$ cat src/include/pwr_seq_pkg.sv
/*
 power sequencer constants: mode encodings, power states, timing counts.
 assumes a 100 MHz clk for every module that uses it.
*/
//
// Operation
// - bits 00, standby low: off when idle
// - bits 00, standby high: always powered
// - bits 01 up, 10 off, 11 partial
// - bits 11: partial down when not converting
// - full down all off; partial keeps reference
// - controller keeps bits zero using standby
// - controller holds standby low for slow rates
// - software-only control holds standby high
// - autocalibration ignores standby, stays powered
// - calibration request high skips autocalibration
// - controller idles 32 ms after power-on
// - wake from full down in 5 us
// - between-conversions mode: off when busy falls
// - trigger falling edge starts power-up
// - trigger rising edge starts conversion
// - controller holds trigger low 5 us
// - separate power-up write before software conversion
// - no automatic partial down after calibration
// - three writes for calibration in partial mode
// - conversion takes 4.6 us at 4 MHz
// - busy high for whole calibration
package pwr_seq_pkg;

	typedef enum logic [1:0] {
		PM_AUTO    = 2'h0,
		PM_UP      = 2'h1,
		PM_OFF     = 2'h2,
		PM_PARTIAL = 2'h3
	} pmode_e;

	typedef enum logic [1:0] {
		PWR_ON      = 2'h0,
		PWR_PARTIAL = 2'h1,
		PWR_OFF     = 2'h2
	} pstate_e;

	localparam int CLK_MHZ        = 100;
	localparam int WAKE_NS        = 5000;
	localparam int CONV_NS        = 4600;
	localparam int AUTOCAL_US     = 32000;
	localparam int TRIMCAL_US     = 31250;
	localparam int WAKE_CYC       = (WAKE_NS * CLK_MHZ) / 1000;
	localparam int CONV_CYC       = (CONV_NS * CLK_MHZ) / 1000;
	localparam int AUTOCAL_CYC    = AUTOCAL_US * CLK_MHZ;
	localparam int TRIMCAL_CYC    = TRIMCAL_US * CLK_MHZ;
	localparam int CNT_W          = 24;
	localparam int WAKE_MARGIN    = 2;

	// controller register map (APB, byte addresses)
	localparam logic [3:0] ADDR_CTRL   = 4'h0;
	localparam logic [3:0] ADDR_CMD    = 4'h4;
	localparam logic [3:0] ADDR_STATUS = 4'h8;
	localparam int CTRL_STANDBY  = 0;
	localparam int CTRL_PM_LO    = 1;
	localparam int CTRL_PM_HI    = 2;
	localparam int CMD_CONV      = 0;
	localparam int CMD_TRIM      = 1;
	localparam int CMD_WRPM      = 2;
	localparam int ST_BUSY       = 0;
	localparam int ST_PWR_LO     = 1;
	localparam int ST_CMD_ACT    = 3;
	localparam int ST_CAL_DONE   = 4;

endpackage

$ cat src/include/pwr_link_if.sv
/*
 pins between the converter's power sequencer and its controller.
 assumes both ends share clk; the device samples pins through synchronisers.
*/
`timescale 1ns/1ps
interface pwr_link_if;
	logic       conversion_trigger_n;
	logic       standby_n;
	logic       cal_request_n;
	logic       power_mgmt_hi_bit;
	logic       power_mgmt_lo_bit;
	logic       trim_start_bit;
	logic       ctrl_write;
	logic       busy;

	modport device (
		input  conversion_trigger_n,
		input  standby_n,
		input  cal_request_n,
		input  power_mgmt_hi_bit,
		input  power_mgmt_lo_bit,
		input  trim_start_bit,
		input  ctrl_write,
		output busy
	);

	modport host (
		output conversion_trigger_n,
		output standby_n,
		output cal_request_n,
		output power_mgmt_hi_bit,
		output power_mgmt_lo_bit,
		output trim_start_bit,
		output ctrl_write,
		input  busy
	);
endinterface

$ cat src/core/pin_sync.sv
/*
 two-flop synchroniser for a group of pin levels.
 assumes pins are asynchronous to clk; output is two edges late.
*/
`timescale 1ns/1ps
module pin_sync #(
	parameter int          W   = 1,
	parameter logic [W-1:0] INIT = '0
) (
	input  wire logic         clk,
	input  wire logic         nrst,
	input  wire logic [W-1:0] pinIn,
	output logic      [W-1:0] pinOut
);
	typedef struct packed {
		logic [W-1:0] meta;
		logic [W-1:0] sync;
	} state_s;

	state_s st_q;
	state_s st_d;

	always_comb begin
		st_d      = st_q;
		st_d.meta = pinIn;
		st_d.sync = st_q.meta;
	end

	always_ff @(posedge clk or negedge nrst) begin
		if (!nrst) begin
			st_q <= '{meta: INIT, sync: INIT};
		end else begin
			st_q <= st_d;
		end
	end

	assign pinOut = st_q.sync;
endmodule // pin_sync

$ cat src/core/adc_power_management.sv
/*
 device end: power state sequencer of the sampling converter.
 assumes link pins come from another domain; the pm bits and trim bit are
 taken on the rising edge of the ctrl write strobe, after synchronisation.
 boot waits for the synchroniser, so the cal request level is the pin's own.
*/
`timescale 1ns/1ps
module adc_power_management #(
	parameter int AUTOCAL_CYCLES = pwr_seq_pkg::AUTOCAL_CYC,
	parameter int TRIMCAL_CYCLES = pwr_seq_pkg::TRIMCAL_CYC
) (
	input  wire logic       clk,
	input  wire logic       nrst,
	pwr_link_if.device      link,
	output logic [1:0]      powerState,
	output logic            refPowered,
	output logic            coreRunning,
	output logic            calActive
);
	typedef enum logic [2:0] {S_BOOT, S_AUTOCAL, S_IDLE, S_WAKE, S_WAIT_RISE,
		S_CONV, S_TRIM} phase_e;

	typedef struct packed {
		phase_e                          phase;
		pwr_seq_pkg::pmode_e             mode;
		pwr_seq_pkg::pstate_e            pwr;
		logic [pwr_seq_pkg::CNT_W-1:0]   cnt;
		logic                            trigPrev;
		logic                            wrPrev;
		logic                            busy;
		logic                            trimPend;
		logic [1:0]                      bootWait;
		logic                            refOn;
		logic                            coreOn;
		logic                            calOn;
	} state_s;

	state_s st_q;
	state_s st_d;

	logic       trigN;
	logic       sbN;
	logic       calN;
	logic       pmHi;
	logic       pmLo;
	logic       trimB;
	logic       wrS;

	// trigger, standby and cal request idle high, all else low
	// matching idle levels: no false edge or stray strobe after reset
	pin_sync #(.W(7), .INIT(7'h07)) u_sync (
		.clk    (clk),
		.nrst   (nrst),
		.pinIn  ({link.ctrl_write, link.trim_start_bit, link.power_mgmt_lo_bit,
			link.power_mgmt_hi_bit, link.cal_request_n, link.standby_n,
			link.conversion_trigger_n}),
		.pinOut ({wrS, trimB, pmLo, pmHi, calN, sbN, trigN})
	);

	// idle power level chosen from current mode and standby level
	function automatic pwr_seq_pkg::pstate_e idle_level(pwr_seq_pkg::pmode_e m, logic sb);
		unique case (m)
			pwr_seq_pkg::PM_AUTO:    idle_level = sb ? pwr_seq_pkg::PWR_ON
				: pwr_seq_pkg::PWR_OFF;
			pwr_seq_pkg::PM_UP:      idle_level = pwr_seq_pkg::PWR_ON;
			pwr_seq_pkg::PM_OFF:     idle_level = pwr_seq_pkg::PWR_OFF;
			pwr_seq_pkg::PM_PARTIAL: idle_level = pwr_seq_pkg::PWR_PARTIAL;
		endcase
	endfunction

	logic trigFall;
	logic trigRise;
	logic wrPulse;
	assign trigFall = st_q.trigPrev & ~trigN;
	assign trigRise = ~st_q.trigPrev & trigN;
	assign wrPulse  = wrS & ~st_q.wrPrev;

	////////////////////////////////////////////////////////////////////////////
	always_comb begin
		st_d          = st_q;
		st_d.trigPrev = trigN;
		st_d.wrPrev   = wrS;
		// mode taken only on the strobe edge; bare levels change nothing
		if (wrPulse) begin
			st_d.mode = pwr_seq_pkg::pmode_e'({pmHi, pmLo});
			if (trimB) begin
				st_d.trimPend = 1'b1;
			end
		end
		unique case (st_q.phase)
			S_BOOT: begin
				// sync stages fill before the request pin is trusted
				st_d.bootWait = {st_q.bootWait[0], 1'b1};
				if (!st_q.bootWait[1]) begin
					st_d.phase = S_BOOT;
				end else if (calN) begin
					st_d.phase = S_IDLE;
				end else begin
					st_d.phase = S_AUTOCAL;
					st_d.cnt   = pwr_seq_pkg::CNT_W'(AUTOCAL_CYCLES);
					st_d.busy  = 1'b1;
					st_d.pwr   = pwr_seq_pkg::PWR_ON;
				end
			end
			S_AUTOCAL: begin
				if (st_q.cnt == '0) begin
					st_d.phase = S_IDLE;
					st_d.busy  = 1'b0;
				end else begin
					st_d.cnt = st_q.cnt - 1'b1;
				end
			end
			S_IDLE: begin
				st_d.pwr = idle_level(st_q.mode, sbN);
				if (st_q.trimPend) begin
					// a trim strobed in this cycle stays pending
					st_d.trimPend = wrPulse & trimB;
					st_d.phase    = S_TRIM;
					st_d.cnt      = pwr_seq_pkg::CNT_W'(TRIMCAL_CYCLES);
					st_d.busy     = 1'b1;
					st_d.pwr      = pwr_seq_pkg::PWR_ON;
				end else if (trigFall) begin
					st_d.phase = (st_q.pwr == pwr_seq_pkg::PWR_ON) ? S_WAIT_RISE : S_WAKE;
					st_d.cnt   = pwr_seq_pkg::CNT_W'(pwr_seq_pkg::WAKE_CYC - 1);
					st_d.pwr   = pwr_seq_pkg::PWR_ON;
				end
			end
			S_WAKE: begin
				// early rise cuts the wake short; the host owns the low time
				if (trigRise) begin
					st_d.phase = S_CONV;
					st_d.cnt   = pwr_seq_pkg::CNT_W'(pwr_seq_pkg::CONV_CYC - 1);
					st_d.busy  = 1'b1;
				end else if (st_q.cnt == '0) begin
					st_d.phase = S_WAIT_RISE;
				end else begin
					st_d.cnt = st_q.cnt - 1'b1;
				end
			end
			S_WAIT_RISE: begin
				if (trigRise) begin
					st_d.phase = S_CONV;
					st_d.cnt   = pwr_seq_pkg::CNT_W'(pwr_seq_pkg::CONV_CYC - 1);
					st_d.busy  = 1'b1;
				end
			end
			S_CONV: begin
				if (st_q.cnt == '0) begin
					st_d.phase = S_IDLE;
					st_d.busy  = 1'b0;
					st_d.pwr   = idle_level(st_q.mode, sbN);
				end else begin
					st_d.cnt = st_q.cnt - 1'b1;
				end
			end
			S_TRIM: begin
				if (st_q.cnt == '0) begin
					st_d.phase = S_IDLE;
					st_d.busy  = 1'b0;
					if (!wrPulse && st_q.mode == pwr_seq_pkg::PM_PARTIAL) begin
						st_d.mode = pwr_seq_pkg::PM_UP;
					end
				end else begin
					st_d.cnt = st_q.cnt - 1'b1;
				end
			end
			default: st_d.phase = S_IDLE;
		endcase
		st_d.refOn  = st_d.pwr != pwr_seq_pkg::PWR_OFF;
		st_d.coreOn = st_d.pwr == pwr_seq_pkg::PWR_ON;
		st_d.calOn  = (st_d.phase == S_AUTOCAL) | (st_d.phase == S_TRIM);
	end

	always_ff @(posedge clk or negedge nrst) begin
		if (!nrst) begin
			st_q <= '{phase: S_BOOT, mode: pwr_seq_pkg::PM_AUTO, pwr: pwr_seq_pkg::PWR_ON,
				cnt: '0, trigPrev: 1'b1, wrPrev: 1'b0, busy: 1'b0, trimPend: 1'b0,
				bootWait: 2'h0, refOn: 1'b1, coreOn: 1'b1, calOn: 1'b0};
		end else begin
			st_q <= st_d;
		end
	end

	////////////////////////////////////////////////////////////////////////////
	assign link.busy   = st_q.busy;
	assign powerState  = st_q.pwr;
	assign refPowered  = st_q.refOn;
	assign coreRunning = st_q.coreOn;
	assign calActive   = st_q.calOn;
endmodule // adc_power_management

$ cat src/flat_wrapper.sv
// flat-port wrapper written by rule: the top's interface ports become plain ports
module adc_power_management_flat 
#(
	parameter int AUTOCAL_CYCLES = pwr_seq_pkg::AUTOCAL_CYC,
	parameter int TRIMCAL_CYCLES = pwr_seq_pkg::TRIMCAL_CYC
)
  (clk, nrst, powerState, refPowered, coreRunning, calActive, link_conversion_trigger_n, link_standby_n, link_cal_request_n, link_power_mgmt_hi_bit, link_power_mgmt_lo_bit, link_trim_start_bit, link_ctrl_write, link_busy);
  pwr_link_if link_i ();
  input  wire logic clk;
  input  wire logic nrst;
  output logic [1:0] powerState;
  output logic refPowered;
  output logic coreRunning;
  output logic calActive;
  input wire logic [$bits(link_i.conversion_trigger_n)-1:0] link_conversion_trigger_n;
  input wire logic [$bits(link_i.standby_n)-1:0] link_standby_n;
  input wire logic [$bits(link_i.cal_request_n)-1:0] link_cal_request_n;
  input wire logic [$bits(link_i.power_mgmt_hi_bit)-1:0] link_power_mgmt_hi_bit;
  input wire logic [$bits(link_i.power_mgmt_lo_bit)-1:0] link_power_mgmt_lo_bit;
  input wire logic [$bits(link_i.trim_start_bit)-1:0] link_trim_start_bit;
  input wire logic [$bits(link_i.ctrl_write)-1:0] link_ctrl_write;
  output wire logic [$bits(link_i.busy)-1:0] link_busy;
  assign link_i.conversion_trigger_n = link_conversion_trigger_n;
  assign link_i.standby_n = link_standby_n;
  assign link_i.cal_request_n = link_cal_request_n;
  assign link_i.power_mgmt_hi_bit = link_power_mgmt_hi_bit;
  assign link_i.power_mgmt_lo_bit = link_power_mgmt_lo_bit;
  assign link_i.trim_start_bit = link_trim_start_bit;
  assign link_i.ctrl_write = link_ctrl_write;
  assign link_busy = link_i.busy;
  adc_power_management #(.AUTOCAL_CYCLES(AUTOCAL_CYCLES), .TRIMCAL_CYCLES(TRIMCAL_CYCLES)) u_core (.clk(clk), .nrst(nrst), .link(link_i), .powerState(powerState), .refPowered(refPowered), .coreRunning(coreRunning), .calActive(calActive));
endmodule
$ cat config.mk
export PLATFORM = sky130hd
export DESIGN_NAME = adc_power_management_flat
export DESIGN_NICKNAME = d
export VERILOG_FILES = /design/src/include/pwr_seq_pkg.sv /design/src/include/pwr_link_if.sv /design/src/core/pin_sync.sv /design/src/core/adc_power_management.sv /design/src/flat_wrapper.sv
export SDC_FILE = /design/constraint.sdc
export NUM_CORES = 1
export LEC_CHECK = 0
export ABC_AREA = 1
export BUFFER_PORTS_ARGS = -buffer_cell sky130_fd_sc_hd__buf_2
export CORE_UTILIZATION = 61
export CTS_CLUSTER_DIAMETER = 50
export CTS_CLUSTER_SIZE = 40
export DETAILED_ROUTE_END_ITERATION = 8
export MAX_ROUTING_LAYER = met4
export PLACE_DENSITY = 0.88
export SLEW_MARGIN = 20
export SYNTH_ARGS = -nofsm -noshare
export SYNTH_HDL_FRONTEND = slang
export SYNTH_HIERARCHICAL = 1
export SYNTH_SLANG_ARGS = --single-unit
$ cat constraint.sdc
create_clock -name clk -period 2.05 [get_ports clk]
set_input_delay 0.41 -clock clk [delete_from_list [all_inputs] [get_ports clk]]
set_output_delay 0.41 -clock clk [all_outputs]
set_load 0.1 [all_outputs]
==> impl_results.html, run 1 <==
<table>
<tr><th>Metric</th><th>Value</th></tr>
<tr><th colspan="2">Final layout</th></tr>
<tr><td>Final core area utilization</td><td>69.48%</td></tr>
<tr><td>Area added between synthesis and finish</td><td>6.829%</td></tr>
<tr><td>Diode count</td><td>0</td></tr>
<tr><td>Net count, final</td><td>between 400 and 500</td></tr>
<tr><td>Share of layout cells above drive strength 1</td><td>between 15 and 20%</td></tr>
<tr><th colspan="2">Synthesis</th></tr>
<tr><td>FFs w/ async S/R, synth</td><td>100.0%</td></tr>
<tr><td>Flip-flop and latch count after synthesis</td><td>54</td></tr>
<tr><td>Cell area after synthesis</td><td>3133 sq um</td></tr>
<tr><td>Commonest register cell after synthesis</td><td>sky130_fd_sc_hd__dfrtp_1</td></tr>
<tr><td>Share of synthesized area occupied by flip-flops and latches</td><td>between 40% and 50%</td></tr>
<tr><td>Dominant cell by count in the synthesized netlist</td><td>sky130_fd_sc_hd__nand2_1</td></tr>
<tr><td>Syn avg cell area</td><td>7.495 sq um</td></tr>
<tr><td>Share of the synthesized area in the top cell type</td><td>35.94%</td></tr>
<tr><td>Cell variety after synth</td><td>29</td></tr>
<tr><td>Number of enable flip-flop cells after synthesis</td><td>0</td></tr>
<tr><td>Commonest cells in the netlist</td><td>sky130_fd_sc_hd__nand2_1 (118), sky130_fd_sc_hd__nor2_1 (54), sky130_fd_sc_hd__dfrtp_1 (45), sky130_fd_sc_hd__inv_1 (45), sky130_fd_sc_hd__nand3_1 (34)</td></tr>
<tr><td>Cell types occupying the most area after synthesis</td><td>sky130_fd_sc_hd__dfrtp_1 (36%), sky130_fd_sc_hd__nand2_1 (14%), sky130_fd_sc_hd__dfstp_2 (7.5%)</td></tr>
<tr><td>Synthesized instance count</td><td>approximately 420</td></tr>
<tr><td>Number of warning messages in the yosys log</td><td>6</td></tr>
<tr><td>Top cell type by total area after synthesis</td><td>sky130_fd_sc_hd__dfrtp_1</td></tr>
<tr><td>Number of nets produced by synthesis</td><td>428</td></tr>
<tr><th colspan="2">Pwr</th></tr>
<tr><td>Fraction of power spent switching nets</td><td>52.05%</td></tr>
<tr><td>Worst supply voltage drop on vdd</td><td>0.001005 V</td></tr>
<tr><td>Part of the power in combinational logic</td><td>a little under three fifths</td></tr>
<tr><td>Relative contribution of sequential cells to total power</td><td>32.3%</td></tr>
<tr><td>Leakage power summed over all cells</td><td>1.707 nW</td></tr>
<tr><td>Part of the power in the clock network</td><td>between 10% and 20%</td></tr>
<tr><td>Power density over cell area</td><td>1571 nW/um^2</td></tr>
<tr><td>Total power of the final layout</td><td>5.259 mW</td></tr>
<tr><td>P_sw</td><td>about 2.7 mW</td></tr>
<tr><td>Cell internal pwr</td><td>2.522 mW</td></tr>
<tr><th colspan="2">STA</th></tr>
<tr><td>Post-route minimum period</td><td>~1800 ps</td></tr>
<tr><td>Worst-Margin Slew</td><td>491.0 ps</td></tr>
<tr><td>Final sum of negative setup slack</td><td>0 ps</td></tr>
<tr><td>Total count of hold-check failures in the final report</td><td>0</td></tr>
<tr><td>Final count of negative-setup-slack endpoints</td><td>0</td></tr>
<tr><td>Max-slew headroom</td><td>67.49%</td></tr>
<tr><td>Pins Over Slew Limit</td><td>0</td></tr>
<tr><td>Unrepaired setup endpoints after global routing</td><td>false</td></tr>
<tr><td>Worst clock skew on the final layout</td><td>about 11 ps</td></tr>
<tr><td>Worst slack on hold paths</td><td>33.30 ps</td></tr>
<tr><td>Min setup slack post-route</td><td>242.9 ps</td></tr>
<tr><td>Max Clock Freq</td><td>between 500 and 600 MHz</td></tr>
<tr><td>Fraction of the cycle the final worst path needs</td><td>about nine tenths</td></tr>
<tr><th colspan="2">Critical path</th></tr>
<tr><td>Crit path required time</td><td>2260 ps</td></tr>
<tr><td>CP Buf/Inv Count</td><td>1</td></tr>
<tr><td>R2R cell count</td><td>11</td></tr>
<tr><td>Family with the most delay on the worst path</td><td>simple AND/OR/NAND/NOR gates</td></tr>
<tr><td>Critical path capture point type</td><td>flip-flop</td></tr>
<tr><td>Worst-path cell with the longest stage delay</td><td>sky130_fd_sc_hd__dfrtp_1</td></tr>
<tr><td>R2R Path Start</td><td>u_core/st_q[9]</td></tr>
<tr><td>Slowest stage delay, CP</td><td>roughly 400 ps</td></tr>
<tr><td>Crit Reg-Reg Endpoint</td><td>u_core/calActive</td></tr>
<tr><td>Cell repeated most along the worst path</td><td>sky130_fd_sc_hd__nand2_1</td></tr>
<tr><td>Crit path cell chain</td><td>inv_1, ha_1, nand2_2, nor2_4, nand2_1, nor2_2, nand2_1, nand3_2, nor2_1, nand2_1, nand2_1</td></tr>
<tr><td>Worst EP arrival</td><td>about 2000 ps</td></tr>
<tr><td>Setup crit start kind</td><td>flip-flop</td></tr>
<tr><td>Setup slack of the most critical reg-to-reg path</td><td>240 ps</td></tr>
<tr><td>Path type of the worst setup path</td><td>flip-flop to flip-flop</td></tr>
<tr><td>Maximum fanout encountered on the critical timing path</td><td>4</td></tr>
<tr><th colspan="2">Global route</th></tr>
<tr><td>Number of global-route vias before repair</td><td>2,812</td></tr>
<tr><td>Wire length of the first global-routing pass</td><td>12,610 um</td></tr>
<tr><td>Overall global routing resource usage</td><td>31.98%</td></tr>
<tr><td>Total global routing overflow</td><td>0</td></tr>
<tr><td>Initial antenna violation count</td><td>0</td></tr>
<tr><td>Pin count of the biggest net entering global routing</td><td>21</td></tr>
<tr><th colspan="2">Hold path</th></tr>
<tr><td>Hold/Removal Path Class</td><td>input port to async pin</td></tr>
<tr><th colspan="2">Placement</th></tr>
<tr><td>Dpl hpwl</td><td>5501 um</td></tr>
<tr><td>Weighted congestion reported at the end of routability-driven placement</td><td>0.9300</td></tr>
<tr><td>Total of buffers placed on input and output ports</td><td>14</td></tr>
<tr><td>Worst setup timing slack at the placement stage</td><td>241.7 ps</td></tr>
<tr><th colspan="2">Clock tree</th></tr>
<tr><td>CTS tree</td><td>yes</td></tr>
<tr><td>Number of sinks handled by clock tree synthesis</td><td>54</td></tr>
<tr><td>Clock insertion delay at the later pin of the skew report</td><td>320 ps</td></tr>
<tr><td>Clock Pin Slew Worst Setup and Hold Paths</td><td>around 100 ps</td></tr>
<tr><td>Number of buffers created by CTS</td><td>5</td></tr>
<tr><td>Maximum level of the CTS H-tree</td><td>2</td></tr>
<tr><td>Root Buffer</td><td>sky130_fd_sc_hd__clkbuf_8</td></tr>
<tr><td>Count of hold buffers inserted by post-cts repair</td><td>0</td></tr>
<tr><td>Maximum buffer depth of the clock tree</td><td>2</td></tr>
<tr><th colspan="2">Die</th></tr>
<tr><td>Floorplan Core Area</td><td>about 4800 sq um</td></tr>
<tr><td>Floorplan die height</td><td>73.67 um</td></tr>
<tr><td>Starting Density</td><td>between 60% and 70%</td></tr>
<tr><td>Number of top-level design ports</td><td>15</td></tr>
<tr><td>Floorplan die area</td><td>5427 sq um</td></tr>
<tr><td>Core Rows</td><td>25</td></tr>
<tr><td>Die W</td><td>73.67 um</td></tr>
<tr><th colspan="2">Detailed routing</th></tr>
<tr><td>Via-to-Cell Ratio</td><td>around 5.7</td></tr>
<tr><td>DRC errors left</td><td>0</td></tr>
<tr><td>Pre-antenna DRT Iters</td><td>5</td></tr>
<tr><td>DRT Wirelength</td><td>7227 um</td></tr>
<tr><td>DR WL/cell</td><td>14.37 um</td></tr>
<tr><td>Number of design-rule violations left by the first detailed-router iteration</td><td>231</td></tr>
<tr><td>Vias after detailed routing</td><td>2,859</td></tr>
<tr><td>Detail Route Antenna Nets</td><td>0</td></tr>
<tr><th colspan="2">Run status</th></tr>
<tr><td>Result of the run</td><td>completed</td></tr>
<tr><th colspan="2">Run</th></tr>
<tr><td>Max-cap violations</td><td>0</td></tr>
</table>
==> flip-flops by register name (all words and copies together), names as in the netlist <==
name,flops
u_core/calActive,1
u_core/coreRunning,1
u_core/link.busy,1
u_core/powerState,2
u_core/refPowered,1
u_core/st_q,34
u_core/u_sync/pinOut,7
u_core/u_sync/st_d,7
==> metrics by stage <==
step / std cells / area [sq um]
2_1_floorplan: 418 / 3133
3_3_place_gp: 495 / 3241
3_5_place_dp: 495 / 3241
4_1_cts: 503 / 3339
5_1_grt: 503 / 3347
6_report: 503 / 3347
==> logic make-up (layout without fill, tap and decap cells) <==
kind of cell	count (synthesis)	count (layout)	share of synthesized area, %
simple gates	266	266	40.22
buf+inv	59	77	8.546
flops	54	54	43.49
compound gates	34	34	6.230
xor+xnor	4	4	1.118
fa+ha+maj	1	1	0.3993
==> layer usage <==
| metal | wire [um] | GRT usage (%) |
|---|---|---|
| met2 | 3573 | 52.29 |
| met1 | 2832 | 36.05 |
| met5 | 0 | - |
| met4 | 299 | 18.16 |
| met3 | 522 | 7.270 |
==> layout by cell type (no fill, tap or decap), types with 4 or more instances in the layout <==
master                     Yosys  final
sky130_fd_sc_hd__nand2_2      10     10
sky130_fd_sc_hd__nand2_1     118    118
sky130_fd_sc_hd__clkbuf_8      0      6
sky130_fd_sc_hd__buf_4         2      4
sky130_fd_sc_hd__a21oi_1      13     13
sky130_fd_sc_hd__xor2_1        4      4
sky130_fd_sc_hd__dfrtp_1      45     45
sky130_fd_sc_hd__o21ai_0       8      8
sky130_fd_sc_hd__o21ai_1       4      4
sky130_fd_sc_hd__nor2_4        6      6
sky130_fd_sc_hd__nor2_2       12     12
sky130_fd_sc_hd__nand3_1      34     34
sky130_fd_sc_hd__buf_2         1     14
sky130_fd_sc_hd__nand3_2       6      5
sky130_fd_sc_hd__inv_2         6      6
sky130_fd_sc_hd__inv_1        45     45
sky130_fd_sc_hd__nor2_1       54     54
sky130_fd_sc_hd__nand4_1      17     17
sky130_fd_sc_hd__dfstp_2       9      9
sky130_fd_sc_hd__nor3_1        4      4
==> area by class of cell <==
class	count	area, sq um
fill	419	1470
timing repair buffer	18	100.1
sequential	54	1363
clock buffer	6	82.58
inverter	51	191.4
multi-input combinational	305	1510
tap	67	83.83
clock inverter	2	16.27
==> power groups by stage <==
stage	clock [mW]	combinational [mW]	sequential, mW
global route	0.694	3.31	1.73
finish	0.633	2.93	1.70
detailed placement	0	2.88	1.71
global placement	0	2.77	1.69
CTS	0.650	2.88	1.69
floorplan	0	2.20	1.81
==> worst reg2reg max path, stage by stage (launching register included) <==
cell and delay [ps]:
sky130_fd_sc_hd__dfrtp_1 400, sky130_fd_sc_hd__inv_1 90, sky130_fd_sc_hd__ha_1 200, sky130_fd_sc_hd__nand2_2 120
sky130_fd_sc_hd__nor2_4 180, sky130_fd_sc_hd__nand2_1 100, sky130_fd_sc_hd__nor2_2 250, sky130_fd_sc_hd__nand2_1 120
sky130_fd_sc_hd__nand3_2 100, sky130_fd_sc_hd__nor2_1 50, sky130_fd_sc_hd__nand2_1 50, sky130_fd_sc_hd__nand2_1 50
==> how the worst max path moves through the flow <==
stage	slack, ps	to	from	depth (start not counted)
3_3_place_gp	290	u_core/link.busy	u_core/st_q[26]	8
5_1_grt	80	u_core/calActive	u_core/st_q[9]	11
3_5_place_dp	240	u_core/st_q[9]	u_core/st_q[9]	11
2_1_floorplan	440	u_core/st_q[16]	u_core/st_q[9]	11
6_report	240	u_core/calActive	u_core/st_q[9]	11
4_1_cts	210	u_core/link.busy	u_core/st_q[9]	9
==> timing repair <==
item	4_1_cts	5_1_grt
buffers inserted	0	0
gates resized for setup	0	1
endpoints found under the hold margin	0	0
endpoints found under the setup margin	0	1
Power figures use the tool's default switching activity.
==> inputs of run 2 (changes only) <==
--- a/config.mk
+++ b/config.mk
@@ -11,7 +11,6 @@
 export CTS_CLUSTER_DIAMETER = 50
 export CTS_CLUSTER_SIZE = 40
 export DETAILED_ROUTE_END_ITERATION = 8
-export MAX_ROUTING_LAYER = met4
 export PLACE_DENSITY = 0.88
 export SLEW_MARGIN = 20
 export SYNTH_ARGS = -nofsm -noshare
==> constraint.sdc (replaced) <==
create_clock -name clk -period 1.85 [get_ports clk]
set_input_delay 0.37 -clock clk [delete_from_list [all_inputs] [get_ports clk]]
set_output_delay 0.37 -clock clk [all_outputs]
set_load 0.1 [all_outputs]
==> run 2 against run 1 <==
Effect of this change:
- first-iteration DRC count up 61%
- power grew 12%
- via count increased by 2.1%
- fmax is 4.5% higher
==> impl_results.html, run 2 (synthesis results as in run 1) <==
<table>
<tr><th>Metric</th><th>Value</th></tr>
<tr><th colspan="2">Clock tree</th></tr>
<tr><td>Number of buffers created by CTS</td><td>5 (unchanged)</td></tr>
<tr><td>Maximum level of the CTS H-tree</td><td>2 (unchanged)</td></tr>
<tr><td>CTS tree</td><td>yes</td></tr>
<tr><td>Clock Pin Slew Worst Setup and Hold Paths</td><td>110 ps (about the same)</td></tr>
<tr><td>Number of sinks handled by clock tree synthesis</td><td>54 (unchanged)</td></tr>
<tr><td>Root Buffer</td><td>sky130_fd_sc_hd__clkbuf_8</td></tr>
<tr><td>Clock insertion delay at the later pin of the skew report</td><td>320 ps (about the same)</td></tr>
<tr><td>Setup fix buffers added after clock tree synthesis</td><td>0 (unchanged)</td></tr>
<tr><td>Count of hold buffers inserted by post-cts repair</td><td>0 (unchanged)</td></tr>
<tr><td>Maximum buffer depth of the clock tree</td><td>2 (unchanged)</td></tr>
<tr><td>Gates resized, CTS repair</td><td>0 (unchanged)</td></tr>
<tr><th colspan="2">Die</th></tr>
<tr><td>Floorplan die area</td><td>5427 sq um (unchanged)</td></tr>
<tr><td>Floorplan Core Area</td><td>4817 sq um (unchanged)</td></tr>
<tr><td>Starting Density</td><td>65.04% (unchanged)</td></tr>
<tr><td>Core Rows</td><td>25 (unchanged)</td></tr>
<tr><td>Floorplan die height</td><td>73.67 um (unchanged)</td></tr>
<tr><td>Number of top-level design ports</td><td>15 (unchanged)</td></tr>
<tr><td>Die W</td><td>73.67 um (unchanged)</td></tr>
<tr><th colspan="2">Detailed routing</th></tr>
<tr><td>Via-to-Cell Ratio</td><td>5.755 (+1.3%)</td></tr>
<tr><td>DRT Wirelength</td><td>7391 um (+2.3%)</td></tr>
<tr><td>Detail Route Antenna Nets</td><td>0 (unchanged)</td></tr>
<tr><td>DR WL/cell</td><td>14.58 um (+1.5%)</td></tr>
<tr><td>Number of design-rule violations left by the first detailed-router iteration</td><td>372 (+61%)</td></tr>
<tr><td>Pre-antenna DRT Iters</td><td>6 (+1)</td></tr>
<tr><td>DRC errors left</td><td>0 (unchanged)</td></tr>
<tr><td>Vias after detailed routing</td><td>2,918 (+2.1%)</td></tr>
<tr><th colspan="2">Pwr</th></tr>
<tr><td>Worst supply voltage drop on vdd</td><td>0.001076 V (+7.0%)</td></tr>
<tr><td>Leakage power summed over all cells</td><td>1.733 nW (+1.5%)</td></tr>
<tr><td>Total power of the final layout</td><td>5.903 mW (+12%)</td></tr>
<tr><td>Power density over cell area</td><td>1741 nW/um^2 (+11%)</td></tr>
<tr><th colspan="2">Global route</th></tr>
<tr><td>Initial antenna violation count</td><td>0 (unchanged)</td></tr>
<tr><td>Overall global routing resource usage</td><td>30.23% (-1.7 points)</td></tr>
<tr><td>Wire length of the first global-routing pass</td><td>12,230 um (-3.0%)</td></tr>
<tr><td>Pin count of the biggest net entering global routing</td><td>55 (+160%)</td></tr>
<tr><td>Total global routing overflow</td><td>0 (unchanged)</td></tr>
<tr><td>Number of global-route vias before repair</td><td>2,772 (-1.4%)</td></tr>
<tr><th colspan="2">STA</th></tr>
<tr><td>Final count of negative-setup-slack endpoints</td><td>0 (unchanged)</td></tr>
<tr><td>Post-route minimum period</td><td>1729 ps (-78.34 ps)</td></tr>
<tr><td>Max Clock Freq</td><td>578.5 MHz (+4.5%)</td></tr>
<tr><td>Worst clock skew on the final layout</td><td>11.43 ps (+0.06300 ps)</td></tr>
<tr><td>Worst-Margin Slew</td><td>486.7 ps (-4.272 ps)</td></tr>
<tr><td>Total count of hold-check failures in the final report</td><td>0 (unchanged)</td></tr>
<tr><td>Pins Over Slew Limit</td><td>0 (unchanged)</td></tr>
<tr><td>Final sum of negative setup slack</td><td>0 ps (unchanged)</td></tr>
<tr><td>Fraction of the cycle the final worst path needs</td><td>93.45% (+5.3 points)</td></tr>
<tr><td>Max-slew headroom</td><td>67.78% (+0.28 points)</td></tr>
<tr><th colspan="2">Critical path</th></tr>
<tr><td>Setup crit start kind</td><td>flip-flop</td></tr>
<tr><td>Crit path required time</td><td>2060 ps (-200 ps)</td></tr>
<tr><td>Critical path capture point type</td><td>flip-flop</td></tr>
<tr><td>Maximum fanout encountered on the critical timing path</td><td>5 (+1)</td></tr>
<tr><td>Worst EP arrival</td><td>1940 ps (-70 ps)</td></tr>
<tr><td>Path type of the worst setup path</td><td>flip-flop to flip-flop</td></tr>
<tr><th colspan="2">Final layout</th></tr>
<tr><td>Diode count</td><td>0 (unchanged)</td></tr>
<tr><td>Footprint of the flip-flops and latches</td><td>1363 sq um (unchanged)</td></tr>
<tr><td>Number of filler instances in the final layout</td><td>389 (-7.2%)</td></tr>
<tr><td>Highest-count cells in the layout ignoring fill and taps</td><td>sky130_fd_sc_hd__nand2_1 (118), sky130_fd_sc_hd__nor2_1 (54), sky130_fd_sc_hd__dfrtp_1 (45), sky130_fd_sc_hd__inv_1 (44), sky130_fd_sc_hd__nand3_1 (34)</td></tr>
<tr><td>Most frequent standard cell in the layout excluding fill and tap cells</td><td>sky130_fd_sc_hd__nand2_1</td></tr>
<tr><td>Register ranked first by flip-flop count</td><td>u_core/st_q</td></tr>
<tr><td>Largest register FFs</td><td>34 (unchanged)</td></tr>
<tr><td>Net count, final</td><td>449 (+0.90%)</td></tr>
<tr><td>Area of the multi-input gates</td><td>1513 sq um (+0.17%)</td></tr>
<tr><td>Share of layout cells above drive strength 1</td><td>19.77% (+1.2 points)</td></tr>
<tr><td>Area added between synthesis and finish</td><td>8.227%</td></tr>
<tr><th colspan="2">Run status</th></tr>
<tr><td>Result of the run</td><td>completed</td></tr>
<tr><th colspan="2">Hold path</th></tr>
<tr><td>Hold/Removal Path Class</td><td>input port to async pin</td></tr>
<tr><th colspan="2">Placement</th></tr>
<tr><td>Total of buffers placed on input and output ports</td><td>14 (unchanged)</td></tr>
<tr><td>Weighted congestion reported at the end of routability-driven placement</td><td>0.9757 (+4.9%)</td></tr>
<tr><td>Dpl hpwl</td><td>5476 um (-0.46%)</td></tr>
<tr><th colspan="2">Run</th></tr>
<tr><td>Max-cap violations</td><td>0 (unchanged)</td></tr>
</table>
==> run 2: metrics by stage <==
stage          hold slack [ps]  worst slack [ps]  instances  area [sq um]  util [%]
2_1_floorplan            74.41             240.3        418          3133         -
3_3_place_gp             332.2             179.9        499          3283     68.16
3_5_place_dp             337.9             109.6        499          3283     68.16
4_1_cts                  39.04             74.84        507          3381     70.18
5_1_grt                  55.25            -1.343        507          3391     70.39
6_report                 27.38             121.3        507          3391     70.39
==> run 2: per-layer routing <==
metal / track usage, % / vias up / part of all wire [%]
li1: - / 1374 / -
met1: 36.86 / 1356 / 39
met2: 50.97 / 161 / 50
met3: 6.173 / 27 / 7.5
met4: 14.96 / 0 / 3.3
met5: 0 / - / 0
==> run 2: layout make-up <==
type	instances	share of cell area, %
clock buffer	5	2.030
clock inverter	3	0.8487
inverter	51	5.646
multi-input combinational	305	44.61
sequential	54	40.18
tap	67	2.472
timing repair buffer	22	4.207
==> run 2: power breakdown <==
part	internal (mW)	total (mW)	leakage [nW]	switching (mW)
Sequential	1.53	1.87	0.651	0.343
Clock	0.284	0.701	0.0506	0.417
Combinational	0.999	3.33	1.03	2.33
Total	2.81	5.90	1.73	3.09
==> run 2: final timing paths <==
| check | cells past startpoint | end | slack [ps] | start |
|---|---|---|---|---|
| max in group asynchronous | 2 | u_core/u_sync/pinOut[2] | 1520 | nrst |
| worst max register to register | 10 | u_core/calActive | 120 | u_core/st_q[20] |
| worst min register to register | 0 | u_core/u_sync/pinOut[4] | 360 | u_core/u_sync/st_d[4] |
| min in group clk | 1 | u_core/u_sync/st_d[1] | 140 | link_standby_n |
| worst max-delay path | 10 | u_core/calActive | 120 | u_core/st_q[20] |
| worst min-delay path | 2 | u_core/st_q[27] | 30 | nrst |
==> run 2: worst max-delay path: stages, from the launching register on <==
cell                      delay (ps)
sky130_fd_sc_hd__dfrtp_1         450
sky130_fd_sc_hd__nor2_1          210
sky130_fd_sc_hd__nand2_2         130
sky130_fd_sc_hd__nor2_4          210
sky130_fd_sc_hd__nand2_1         130
sky130_fd_sc_hd__nor2_4          160
sky130_fd_sc_hd__nand2_1         100
sky130_fd_sc_hd__nand3_2          90
sky130_fd_sc_hd__nor2_1           50
sky130_fd_sc_hd__nand2_1          50
sky130_fd_sc_hd__nand2_1          50
==> inputs of run 3 (changes only) <==
--- a/config.mk
+++ b/config.mk
@@ -7,11 +7,11 @@
 export LEC_CHECK = 0
 export ABC_AREA = 1
 export BUFFER_PORTS_ARGS = -buffer_cell sky130_fd_sc_hd__buf_2
-export CORE_UTILIZATION = 61
+export CORE_UTILIZATION = 35
 export CTS_CLUSTER_DIAMETER = 50
 export CTS_CLUSTER_SIZE = 40
 export DETAILED_ROUTE_END_ITERATION = 8
-export PLACE_DENSITY = 0.88
+export PLACE_DENSITY = 0.59
 export SLEW_MARGIN = 20
 export SYNTH_ARGS = -nofsm -noshare
 export SYNTH_HDL_FRONTEND = slang
==> run 3 against run 2 <==
Effect of this change:
- count of clock-buffer cells in the layout unchanged
- cell count is 8.9% higher
- worst hold slack worse by 20 ps
- worst setup slack got worse by 2.2 ps
- die area increased by 72%
- fmax decreased by 0.13%
- utilization fell by 30 points
- critical path depth fell by 2
- clock power up 3.1%
- clock skew barely moved
- final area rose by 2.3%
- non-clock buffer count grew 4
- largest cell class unchanged
==> impl_results.html, run 3 (synthesis results as in run 1) <==
<table>
<tr><th>Metric</th><th>Value</th></tr>
<tr><th colspan="2">Run status</th></tr>
<tr><td>Result of the run</td><td>completed</td></tr>
<tr><th colspan="2">Clock tree</th></tr>
<tr><td>Clock Pin Slew Worst Setup and Hold Paths</td><td>110 ps (about the same)</td></tr>
<tr><td>Count of hold buffers inserted by post-cts repair</td><td>0 (unchanged)</td></tr>
<tr><td>Root Buffer</td><td>sky130_fd_sc_hd__clkbuf_8</td></tr>
<tr><td>Number of sinks handled by clock tree synthesis</td><td>54 (unchanged)</td></tr>
<tr><td>CTS tree</td><td>yes</td></tr>
<tr><td>Maximum level of the CTS H-tree</td><td>2 (unchanged)</td></tr>
<tr><td>Maximum buffer depth of the clock tree</td><td>2 (unchanged)</td></tr>
<tr><td>Number of buffers created by CTS</td><td>5 (unchanged)</td></tr>
<tr><td>Clock insertion delay at the later pin of the skew report</td><td>320 ps (about the same)</td></tr>
<tr><th colspan="2">Critical path</th></tr>
<tr><td>Path type of the worst setup path</td><td>flip-flop to flip-flop</td></tr>
<tr><td>Setup crit start kind</td><td>flip-flop</td></tr>
<tr><td>Critical path capture point type</td><td>flip-flop</td></tr>
<tr><td>Cell repeated most along the worst path</td><td>sky130_fd_sc_hd__nand2_1</td></tr>
<tr><td>Maximum fanout encountered on the critical timing path</td><td>8 (+3)</td></tr>
<tr><td>R2R Path Start</td><td>u_core/st_q[30]</td></tr>
<tr><td>Crit path required time</td><td>2060 ps (about the same)</td></tr>
<tr><td>Slowest stage delay, CP</td><td>440 ps (about the same)</td></tr>
<tr><td>Crit path cell chain</td><td>nor2_1, nand2_1, nor2_4, nand3_2, inv_1, o21ai_0, nand2_1, o21ai_1</td></tr>
<tr><td>Origin of the worst setup path</td><td>u_core/st_q[30]</td></tr>
<tr><td>Family with the most delay on the worst path</td><td>simple AND/OR/NAND/NOR gates</td></tr>
<tr><td>R2R cell count</td><td>8 (-2)</td></tr>
<tr><td>Worst-path cell with the longest stage delay</td><td>sky130_fd_sc_hd__dfrtp_1</td></tr>
<tr><td>Setup slack of the most critical reg-to-reg path</td><td>120 ps (about the same)</td></tr>
<tr><td>Worst path depth</td><td>8 (-2)</td></tr>
<tr><td>CP Buf/Inv Count</td><td>1 (+1)</td></tr>
<tr><td>Crit Reg-Reg Endpoint</td><td>u_core/link.busy</td></tr>
<tr><td>Worst EP arrival</td><td>1940 ps (about the same)</td></tr>
<tr><th colspan="2">STA</th></tr>
<tr><td>Fraction of the cycle the final worst path needs</td><td>93.57% (+0.12 points)</td></tr>
<tr><td>Post-route minimum period</td><td>1731 ps (+2.238 ps)</td></tr>
<tr><td>Min setup slack post-route</td><td>119.0 ps (-2.238 ps)</td></tr>
<tr><td>Max-slew headroom</td><td>67.84% (about the same)</td></tr>
<tr><td>Pins Over Slew Limit</td><td>0 (unchanged)</td></tr>
<tr><td>Worst-Margin Slew</td><td>485.8 ps (-0.9027 ps)</td></tr>
<tr><td>Worst clock skew on the final layout</td><td>11.17 ps (-0.2558 ps)</td></tr>
<tr><td>Final count of negative-setup-slack endpoints</td><td>0 (unchanged)</td></tr>
<tr><td>Final sum of negative setup slack</td><td>0 ps (unchanged)</td></tr>
<tr><td>Total count of hold-check failures in the final report</td><td>0 (unchanged)</td></tr>
<tr><td>Unrepaired setup endpoints after global routing</td><td>false</td></tr>
<tr><td>Max Clock Freq</td><td>577.7 MHz (-0.13%)</td></tr>
<tr><th colspan="2">Detailed routing</th></tr>
<tr><td>Number of design-rule violations left by the first detailed-router iteration</td><td>119 (-68%)</td></tr>
<tr><td>Via-to-Cell Ratio</td><td>4.931 (-14%)</td></tr>
<tr><td>Detail Route Antenna Nets</td><td>0 (unchanged)</td></tr>
<tr><td>DRT Wirelength</td><td>7330 um (-0.83%)</td></tr>
<tr><td>DR WL/cell</td><td>13.28 um (-8.9%)</td></tr>
<tr><td>Pre-antenna DRT Iters</td><td>4 (-2)</td></tr>
<tr><td>Vias after detailed routing</td><td>2,722 (-6.7%)</td></tr>
<tr><td>DRC errors left</td><td>0 (unchanged)</td></tr>
<tr><th colspan="2">Placement</th></tr>
<tr><td>Dpl hpwl</td><td>5531 um (+1.0%)</td></tr>
<tr><td>Worst setup timing slack at the placement stage</td><td>138.2 ps (+28.51 ps)</td></tr>
<tr><td>Total of buffers placed on input and output ports</td><td>14 (unchanged)</td></tr>
<tr><td>Weighted congestion reported at the end of routability-driven placement</td><td>0.9190 (-5.8%)</td></tr>
<tr><th colspan="2">Die</th></tr>
<tr><td>Die W</td><td>96.61 um (+31%)</td></tr>
<tr><td>Floorplan Core Area</td><td>8678 sq um (+80%)</td></tr>
<tr><td>Floorplan die area</td><td>9333 sq um (+72%)</td></tr>
<tr><td>Core Rows</td><td>34 (+36%)</td></tr>
<tr><td>Starting Density</td><td>36.10% (-29 points)</td></tr>
<tr><td>Number of top-level design ports</td><td>15 (unchanged)</td></tr>
<tr><td>Floorplan die height</td><td>96.61 um (+31%)</td></tr>
<tr><th colspan="2">Global route</th></tr>
<tr><td>Total global routing overflow</td><td>0 (unchanged)</td></tr>
<tr><td>Wire length of the first global-routing pass</td><td>12,940 um (+5.8%)</td></tr>
<tr><td>Pin count of the biggest net entering global routing</td><td>55 (unchanged)</td></tr>
<tr><td>Busiest layer in global routing</td><td>met2</td></tr>
<tr><td>Fraction of met2 tracks used by global routing</td><td>29.20% (-22 points)</td></tr>
<tr><td>Overall global routing resource usage</td><td>16.99% (-13 points)</td></tr>
<tr><td>Number of global-route vias before repair</td><td>2,783 (+0.40%)</td></tr>
<tr><td>Met3 layer usage reported by global route</td><td>3.251% (-2.9 points)</td></tr>
<tr><td>Initial antenna violation count</td><td>0 (unchanged)</td></tr>
<tr><td>Global Route met1 Usage</td><td>21.37% (-15 points)</td></tr>
<tr><th colspan="2">Run</th></tr>
<tr><td>Max-cap violations</td><td>0 (unchanged)</td></tr>
<tr><th colspan="2">Pwr</th></tr>
<tr><td>Worst supply voltage drop on vdd</td><td>0.0006427 V (-40%)</td></tr>
<tr><td>Total power of the final layout</td><td>5.880 mW (-0.39%)</td></tr>
<tr><td>Fraction of power spent switching nets</td><td>51.71% (-0.62 points)</td></tr>
<tr><td>Cell internal pwr</td><td>2.839 mW (+0.90%)</td></tr>
<tr><td>Power density over cell area</td><td>1696 nW/um^2 (-2.6%)</td></tr>
<tr><td>P_sw</td><td>3.040 mW (-1.6%)</td></tr>
<tr><td>Leakage power summed over all cells</td><td>1.753 nW (+1.2%)</td></tr>
<tr><td>Part of the power in the clock network</td><td>12.3% (+0.4 points)</td></tr>
<tr><td>Part of the power in combinational logic</td><td>56.2% (-0.2 points)</td></tr>
<tr><td>Relative contribution of sequential cells to total power</td><td>31.5% (-0.3 points)</td></tr>
<tr><th colspan="2">Final layout</th></tr>
<tr><td>Number of filler instances in the final layout</td><td>903 (+130%)</td></tr>
<tr><td>Share of layout cells above drive strength 1</td><td>20.05% (+0.27 points)</td></tr>
<tr><td>Area added between synthesis and finish</td><td>10.66%</td></tr>
<tr><td>Most frequent standard cell in the layout excluding fill and tap cells</td><td>sky130_fd_sc_hd__nand2_1</td></tr>
<tr><td>Footprint of the flip-flops and latches</td><td>1363 sq um (unchanged)</td></tr>
<tr><td>Highest-count cells in the layout ignoring fill and taps</td><td>sky130_fd_sc_hd__nand2_1 (118), sky130_fd_sc_hd__nor2_1 (54), sky130_fd_sc_hd__inv_1 (45), sky130_fd_sc_hd__dfrtp_1 (45), sky130_fd_sc_hd__nand3_1 (34)</td></tr>
<tr><td>Register ranked first by flip-flop count</td><td>u_core/st_q</td></tr>
<tr><td>Area of the multi-input gates</td><td>1508 sq um (-0.33%)</td></tr>
<tr><td>Net count, final</td><td>453 (+0.89%)</td></tr>
<tr><td>Largest register FFs</td><td>34 (unchanged)</td></tr>
<tr><td>Diode count</td><td>0 (unchanged)</td></tr>
<tr><th colspan="2">Hold path</th></tr>
<tr><td>Hold/Removal Path Class</td><td>input port to async pin</td></tr>
</table>
==> run 3: changes by cell type in the layout (fill, tap and decap cells not counted), sizes merged <==
cell  delta
buf      +4
==> run 3: cell type report <==
| class | instances | share of cell area [%] |
|---|---|---|
| well taps | 108 | 3.898 |
| repair buffers | 26 | 4.980 |
| clock inverters | 3 | 0.8300 |
| inverters | 51 | 5.521 |
| clock buffers | 5 | 1.985 |
| flip-flops and latches | 54 | 39.30 |
| multi-input cells | 305 | 43.49 |
==> run 3: worst max path at each step <==
stage                             endpoint
final                     u_core/link.busy
after CTS                 u_core/calActive
after global placement    u_core/calActive
after detailed placement  u_core/calActive
after floorplan            u_core/st_q[16]
after global routing      u_core/link.busy
==> run 3: power by group through the flow <==
stage | Combinational [mW] | Sequential (mW) | Clock [mW]
CTS | 3.30 | 1.85 | 0.757
floorplan | 2.44 | 2.00 | 0
global route | 3.77 | 1.89 | 0.786
detailed placement | 3.29 | 1.87 | 0
finish | 3.30 | 1.85 | 0.723
global placement | 3.24 | 1.87 | 0
==> run 3: metal layers <==
metal / share of wire (%) / routed length [um]
met5: 0 / 0
met4: 2.4 / 174
met3: 4.0 / 296
met2: 49 / 3569
met1: 45 / 3289
==> run 3: what timing repair did <==
action                                  4_1_cts  5_1_grt
endpoints found under the setup margin        0        2
gates resized for setup                       0        1
setup buffers                                 0        0
==> run 3: per-stage QoR <==
stage,area [sq um],cells,hold slack [ps],utilization [%]
floorplan,3133,418,74.41,-
global route,3467,552,49.87,39.95
CTS,3462,552,39.29,39.89
detailed placement,3364,544,339.5,38.77
finish,3467,552,7.795,39.95
global placement,3364,544,336.6,38.77
